$ cat config.mk
export PLATFORM = sky130hd
export DESIGN_NAME = pcr_bank
export DESIGN_NICKNAME = d
export VERILOG_FILES = /design/src/verilog/pcr_pkg.sv /design/src/verilog/pcr_bank.sv
export SDC_FILE = /design/constraint.sdc
export NUM_CORES = 1
export LEC_CHECK = 0
export BUFFER_PORTS_ARGS = -buffer_cell sky130_fd_sc_hd__buf_2
export CAP_MARGIN = 10
export CORE_AREA = 2 2 110 112
export DETAILED_ROUTE_END_ITERATION = 7
export DIE_AREA = 0 0 112 114
export REMOVE_ABC_BUFFERS = 1
export SYNTH_ARGS = -nofsm -noshare
export SYNTH_HDL_FRONTEND = slang
export SYNTH_SLANG_ARGS = --single-unit
$ cat constraint.sdc
create_clock -name sys_clk_i -period 1.81 [get_ports sys_clk_i]
set_clock_uncertainty 0.1 [all_clocks]
set_input_delay 0.181 -clock sys_clk_i [delete_from_list [all_inputs] [get_ports sys_clk_i]]
set_output_delay 0.181 -clock sys_clk_i [all_outputs]
set_load 0.01 [all_outputs]
$ cat src/verilog/pcr_pkg.sv
// pcr_pkg: offsets, field layouts and types of the pll configuration register bank
package pcr_pkg;
    // ********************************************
    // register offsets (byte addresses, used as they are on the bus)
    // ********************************************
    localparam logic [7:0] PCR_IDX_PLL2_SET0_Q_P_RANGE = 8'h2B;
    localparam logic [7:0] PCR_IDX_PLL2_SET1_N_HIGH = 8'h2C;
    localparam logic [7:0] PCR_IDX_PLL2_SET1_N_LOW_R_HIGH = 8'h2D;
    localparam logic [7:0] PCR_IDX_PLL2_SET1_R_LOW_Q_HIGH = 8'h2E;
    localparam logic [7:0] PCR_IDX_PLL2_SET1_Q_P_RANGE = 8'h2F;
    localparam logic [7:0] PCR_IDX_PLL3_SPREAD_STATES_A = 8'h30;
    localparam logic [7:0] PCR_IDX_PLL3_SPREAD_STATES_B = 8'h31;
    localparam logic [7:0] PCR_IDX_PLL3_SPREAD_STATES_C = 8'h32;
    localparam logic [7:0] PCR_IDX_PLL3_FREQ_SET_SELECT = 8'h33;
    localparam logic [7:0] PCR_IDX_PLL3_CONTROL = 8'h36;
    // ********************************************
    // reset values: every byte clears to zero
    // ********************************************
    localparam logic [7:0] PCR_RST_BYTE = 8'h00;
    // ********************************************
    // field layout
    // ********************************************
    localparam int PCR_BAND_LSB = 0;
    localparam int PCR_P_LSB = 2;
    localparam int PCR_Q_LSB = 5;
    localparam int PCR_DIR_BIT = 7;
    localparam int PCR_NUM_STATES = 8;
    localparam int PCR_AMT_W = 3;
    localparam int PCR_READ_LATENCY = 1;
    // band codes in ascending vco frequency
    typedef enum logic [1:0] {
        PCR_BAND_BELOW_125 = 2'h0,
        PCR_BAND_125_150 = 2'h1,
        PCR_BAND_150_175 = 2'h2,
        PCR_BAND_175_UP = 2'h3
    } pcr_band_t;
    // what pll3 sees for the selected state
    typedef struct packed {
        logic [2:0] amount;
        logic center;
        logic freq_set;
        logic spread_on;
        logic [7:0] percent_x100;
    } pcr_pll3_cfg_t;
endpackage
$ cat src/verilog/pcr_bank.sv
// pcr_bank: pll2 band/parameter registers and pll3 per-state spread registers
//
// The implementer's own choice: the Avalon-MM slave port.
`timescale 1ns/1ns
module pcr_bank
    import pcr_pkg::*;
(
    // clock and reset
    input wire logic sys_clk_i,
    input wire logic reset_n_i,
    // avalon-mm slave
    input wire logic [7:0] avs_address_i,
    input wire logic avs_read_i,
    input wire logic avs_write_i,
    input wire logic [31:0] avs_writedata_i,
    input wire logic [3:0] avs_byteenable_i,
    output logic [31:0] avs_readdata_o,
    output logic avs_waitrequest_o,
    // state select pins
    input wire logic state_select_bit0_i,
    input wire logic state_select_bit1_i,
    input wire logic state_select_bit2_i,
    // pll2 band outputs
    output logic [1:0] pll2_set0_band_o,
    output logic [1:0] pll2_set1_band_o,
    // pll3 selected configuration
    output pcr_pll3_cfg_t pll3_cfg_o
);
    // ********************************************
    // storage
    // ********************************************
    logic [7:0] set0_qpr_q; // set0 q low, p, band
    logic [7:0] set1_nh_q; // set1 n high
    logic [7:0] set1_nlrh_q; // set1 n low, r high
    logic [7:0] set1_rlqh_q; // set1 r low, q high
    logic [7:0] set1_qpr_q; // set1 q low, p, band
    logic [7:0] ssc_a_q; // spread codes states 7..5
    logic [7:0] ssc_b_q; // spread codes states 5..2
    logic [7:0] ssc_c_q; // spread codes states 2..0
    logic [7:0] fs_q; // freq set pick per state
    logic pll3_spread_direction_q; // 0 down, 1 center
    logic ack_q; // one-cycle answer
    logic [7:0] rd_byte; // addressed read value
    logic wr_hit; // write lands on this answer edge
    logic [23:0] ssc_flat; // all eight amount fields
    logic [2:0] pll3_spread_amount [PCR_NUM_STATES]; // per state
    logic [2:0] sel; // current state index
    logic [2:0] amt_d;
    logic [7:0] pct_d;
    // a write lands only where the master sees waitrequest low, never earlier
    assign wr_hit = avs_write_i && ack_q && avs_byteenable_i[0];
    assign ssc_flat = {ssc_a_q, ssc_b_q, ssc_c_q};
    assign sel = {state_select_bit2_i, state_select_bit1_i, state_select_bit0_i};
    // ********************************************
    // per-state unpack of the packed spread fields
    // ********************************************
    for (genvar g = 0; g < PCR_NUM_STATES; g++) begin : g_amt
        assign pll3_spread_amount[g] = ssc_flat[g*PCR_AMT_W +: PCR_AMT_W];
    end
    // ********************************************
    // bus handshake: every access answered one cycle later
    // ********************************************
    // waitrequest is high until the answer cycle, so each access costs two cycles
    always_ff @(posedge sys_clk_i) begin
        if (!reset_n_i) begin
            ack_q <= 1'b0;
            avs_waitrequest_o <= 1'b1; // busy until an access is answered
        end else begin
            ack_q <= (avs_read_i || avs_write_i) && !ack_q;
            // registered copy of the inverted answer, so the pin comes from a flop
            avs_waitrequest_o <= !((avs_read_i || avs_write_i) && !ack_q);
        end
    end
    // ********************************************
    // register writes: software owns the parameter limits
    // ********************************************
    // values out of range are stored as written; the synthesizer core must not be
    // fed them, but checking here would hide a software fault
    always_ff @(posedge sys_clk_i) begin
        if (!reset_n_i) begin
            set0_qpr_q <= PCR_RST_BYTE;
            set1_nh_q <= PCR_RST_BYTE;
            set1_nlrh_q <= PCR_RST_BYTE;
            set1_rlqh_q <= PCR_RST_BYTE;
            set1_qpr_q <= PCR_RST_BYTE;
            ssc_a_q <= PCR_RST_BYTE;
            ssc_b_q <= PCR_RST_BYTE;
            ssc_c_q <= PCR_RST_BYTE;
            fs_q <= PCR_RST_BYTE;
            pll3_spread_direction_q <= 1'b0;
        end else if (wr_hit) begin
            case (avs_address_i)
                PCR_IDX_PLL2_SET0_Q_P_RANGE: set0_qpr_q <= avs_writedata_i[7:0];
                PCR_IDX_PLL2_SET1_N_HIGH: set1_nh_q <= avs_writedata_i[7:0];
                PCR_IDX_PLL2_SET1_N_LOW_R_HIGH: set1_nlrh_q <= avs_writedata_i[7:0];
                PCR_IDX_PLL2_SET1_R_LOW_Q_HIGH: set1_rlqh_q <= avs_writedata_i[7:0];
                PCR_IDX_PLL2_SET1_Q_P_RANGE: set1_qpr_q <= avs_writedata_i[7:0];
                PCR_IDX_PLL3_SPREAD_STATES_A: ssc_a_q <= avs_writedata_i[7:0];
                PCR_IDX_PLL3_SPREAD_STATES_B: ssc_b_q <= avs_writedata_i[7:0];
                PCR_IDX_PLL3_SPREAD_STATES_C: ssc_c_q <= avs_writedata_i[7:0];
                PCR_IDX_PLL3_FREQ_SET_SELECT: fs_q <= avs_writedata_i[7:0];
                PCR_IDX_PLL3_CONTROL: pll3_spread_direction_q <= avs_writedata_i[PCR_DIR_BIT];
                default: ; // unmapped: write ignored
            endcase
        end
    end
    // ********************************************
    // read mux: unmapped addresses read zero
    // ********************************************
    always_comb begin
        case (avs_address_i)
            PCR_IDX_PLL2_SET0_Q_P_RANGE: rd_byte = set0_qpr_q;
            PCR_IDX_PLL2_SET1_N_HIGH: rd_byte = set1_nh_q;
            PCR_IDX_PLL2_SET1_N_LOW_R_HIGH: rd_byte = set1_nlrh_q;
            PCR_IDX_PLL2_SET1_R_LOW_Q_HIGH: rd_byte = set1_rlqh_q;
            PCR_IDX_PLL2_SET1_Q_P_RANGE: rd_byte = set1_qpr_q;
            PCR_IDX_PLL3_SPREAD_STATES_A: rd_byte = ssc_a_q;
            PCR_IDX_PLL3_SPREAD_STATES_B: rd_byte = ssc_b_q;
            PCR_IDX_PLL3_SPREAD_STATES_C: rd_byte = ssc_c_q;
            PCR_IDX_PLL3_FREQ_SET_SELECT: rd_byte = fs_q;
            PCR_IDX_PLL3_CONTROL: rd_byte = {pll3_spread_direction_q, 7'h00};
            default: rd_byte = 8'h00;
        endcase
    end
    // read data registered so it stands in the waitrequest-low cycle
    always_ff @(posedge sys_clk_i) begin
        if (!reset_n_i) begin
            avs_readdata_o <= 32'h0000_0000;
        end else if (avs_read_i && !ack_q) begin
            avs_readdata_o <= {24'h000000, rd_byte};
        end
    end
    // ********************************************
    // pll2 band fields straight from storage
    // ********************************************
    always_ff @(posedge sys_clk_i) begin
        if (!reset_n_i) begin
            pll2_set0_band_o <= PCR_BAND_BELOW_125;
            pll2_set1_band_o <= PCR_BAND_BELOW_125;
        end else begin
            pll2_set0_band_o <= set0_qpr_q[PCR_BAND_LSB +: 2];
            pll2_set1_band_o <= set1_qpr_q[PCR_BAND_LSB +: 2];
        end
    end
    // ********************************************
    // spread amount decode in hundredths of a percent
    // ********************************************
    // code 110 is only legal as down spread; in center mode it is treated as off
    always_comb begin
        amt_d = pll3_spread_amount[sel];
        case (amt_d)
            3'h0: pct_d = 8'h00;
            3'h1: pct_d = 8'h19;
            3'h2: pct_d = 8'h32;
            3'h3: pct_d = 8'h4B;
            3'h4: pct_d = 8'h64;
            3'h5: pct_d = 8'h7D;
            3'h6: pct_d = pll3_spread_direction_q ? 8'h00 : 8'h96;
            3'h7: pct_d = 8'hC8;
            default: pct_d = 8'h00;
        endcase
    end
    // selected state presented to pll3, registered
    always_ff @(posedge sys_clk_i) begin
        if (!reset_n_i) begin
            pll3_cfg_o <= '0;
        end else begin
            pll3_cfg_o.amount <= amt_d;
            pll3_cfg_o.center <= pll3_spread_direction_q;
            pll3_cfg_o.freq_set <= fs_q[sel];
            pll3_cfg_o.spread_on <= (pct_d != 8'h00);
            pll3_cfg_o.percent_x100 <= pct_d;
        end
    end
endmodule // pcr_bank

==> metrics <==
Worst VDD drop=0.4159 mV; Starting Density=0.4071; cell family with most CP delay=multiplexers; CP max stage delay=490 ps; fin nets=649; Worst Hold Class=in -> reg; number of synthesized flops with an enable pin=0; crit share post-route=0.9482; final hold viol count=0; CTS Buffer Depth=2; total CTS buffers=9; final critical-path required period=1716 ps; P_int=3.284 mW; Core ar.=0.01171 mm2; # setup viols final=0; initial antenna violation count=0; synthesized cell area=0.004767 mm2; Syn Inst Count=534; CTS tree=yes; average size of a mapped cell=8.927 um2; Area Growth Syn to Fin=17.38%; Pwr Density=778.5 mW/mm2; cts hold-fix bufs=0; Placer Congestion=0.9227; crit path max fanout=9; R2R Setup Slk=90 ps; dpl cells=734; utilization after layout=0.4778; die width=112 um; Req. time, crit path=1960 ps; Antenna Cells=0; RSZ-0062 raised after global routing=false; async set or reset register ratio after synthesis=0; total gr overflow=0; Worst Tran Pin Value=629.0 ps; Post-DP HPWL=9703 um; Port Buffers=50; Post-synth top flop=dfxtp_1; crit start category=flip-flop; Leak=2.236 nW; DRT antenna net count=0; Max Clock Freq=0.5827 GHz; critical path class=reg -> reg; IO Count=102; Unique masters post-synth=54; Clock power frac=0.425; clock-pin slew on the worst setup and hold paths=70 ps; total power=4.356 mW; CTS Sinks=100; crit path cell chain=mux4_2 -> mux2_2 -> and2_1 -> a21boi_1; vias in the first global route=3886; H-tree Lvls=3; first-pass detailed-route iteration total=5; Critical Path End Type=flip-flop; initial DRC count=368; largest net degree at the start of global routing=35; Post-CTS Resized=0; fill count=1117; Relative slew margins=0.5800; CP max-delay cell=mux4_2; Die Area=0.01277 mm2; most frequent cells in the layout=dfxtp_1 (100), a21oi_1 (55), nand2_1 (53); via/cell ratio=5.441; Sw Share=0.2462; commonest non-fill, non-tap cell in the layout=dfxtp_1; Routed WL=13260 um; row count=40; setup bufs post-CTS=0; first-pass GRT wire length=20740 um; CTS root buf=clkbuf_16; Remaining DRCs=0; clock latency on the worst-skew pair=350 ps; combinational share of power=0.068; Flop pwr share=0.506; Worst Path Arrival=1860 ps; MaxCap Viol Count=0; share of layout cells above drive strength 1=0.2355; Non-Filler Instances=750; die height=114 um; GRT Util Overall=0.2090; yosys warns=0; status=finished clean; Pins Over Slew Limit=0; register area share after synthesis=0.4199; WL per Instance=17.68 um; Sw Pwr=1.072 mW; worst path bufs/invs=0; DR vias=4081; post-synthesis register bit count=100
-- area by class of cell --
type / count / area [um2] / area share
Timing Repair Buffer: 96 / 645.6 / 0.1154
Multi-Input combinational cell: 388 / 2467 / 0.4410
Clock buffer: 11 / 242.7 / 0.04338
Tap cell: 147 / 183.9 / 0.03287
Clock inverter: 5 / 42.54 / 0.007603
Inverter: 3 / 11.26 / 0.002013
Sequential cell: 100 / 2002 / 0.3578
-- cells in the mapped netlist, types with 3 or more instances --
library cell | number | area [um2]
nor2_2 | 4 | 25.02
mux4_2 | 8 | 180.2
mux2_2 | 10 | 112.6
clkbuf_1 | 26 | 97.59
o21ai_0 | 9 | 45.04
o31a_1 | 5 | 43.79
and2_1 | 6 | 37.54
nor2_1 | 52 | 195.2
nand2b_1 | 5 | 31.28
buf_2 | 8 | 40.04
nand3b_1 | 8 | 60.06
a21oi_1 | 55 | 275.3
nor2b_1 | 3 | 18.77
a22oi_1 | 9 | 67.56
buf_4 | 28 | 210.2
nand3_1 | 46 | 230.2
mux2i_1 | 48 | 480.5
nand2_1 | 53 | 198.9
o21a_1 | 4 | 30.03
nand4_1 | 3 | 18.77
dfxtp_1 | 100 | 2002
-- worst register-to-register path, stage by stage (launching register included) --
cell and delay (ps):
dfxtp_1 350, mux4_2 490, mux2_2 360, and2_1 190
a21boi_1 120
-- state kept, by name (all words and copies together), names as in the netlist, 2 cells and up --
name              cells
pll3_cfg_o           13
avs_readdata_o        8
fs_q                  8
set0_qpr_q            8
set1_nh_q             8
set1_nlrh_q           8
set1_qpr_q            8
set1_rlqh_q           8
ssc_a_q               8
ssc_b_q               8
ssc_c_q               8
pll2_set0_band_o      2
pll2_set1_band_o      2
-- cells by family (layout without fill, tap and decap cells) --
logic type      count (synthesis)  in the layout  synth area share
compound gates                 96             96            0.1220
buf+inv                        69            115           0.08163
flops                         100            100            0.4199
mux                            67             67            0.1651
other cells                     1             24         0.0007866
simple gates                  201            201            0.2105
-- through the flow --
step | setup slack [ps] | TNS [ps] | hold WS, ps | instance area (um2)
CTS | 57.27 | 0 | 38.96 | 5590
detailed placement | -229.4 | -9587 | 359.2 | 5305
global placement | -293.3 | -7764 | 360.0 | 5305
finish | 93.80 | 0 | 41.46 | 5595
floorplan | -460.4 | -23040 | 192.2 | 4476
global route | 26.32 | 0 | 53.62 | 5595
-- path summary, 6_finish.rpt --
check / start / end / depth (start not counted)
setup / recovery: ssc_a_q[1] / pll3_cfg_o[2] / 4
hold / removal: avs_read_i / ack_q / 3
setup reg to reg: ssc_a_q[1] / pll3_cfg_o[2] / 4
hold reg to reg: avs_readdata_o[7] / avs_readdata_o[7] / 1
-- metal layers --
layer / global-route usage / vias to the layer above / part of all wire
met5: 0 / - / 0
li1: - / 1960 / -
met4: 0.08374 / 0 / 0.027
met2: 0.3438 / 169 / 0.47
met3: 0.03507 / 26 / 0.062
met1: 0.2759 / 1926 / 0.44
-- power groups by stage --
stage	clock (mW)	combinational, mW	sequential (mW)
2_1_floorplan	0	0.106	2.26
3_3_place_gp	0	0.288	2.26
3_5_place_dp	0	0.293	2.26
4_1_cts	1.89	0.294	2.20
5_1_grt	1.97	0.319	2.20
6_report	1.85	0.298	2.20
No activity file was read; power rests on OpenSTA's default activity.
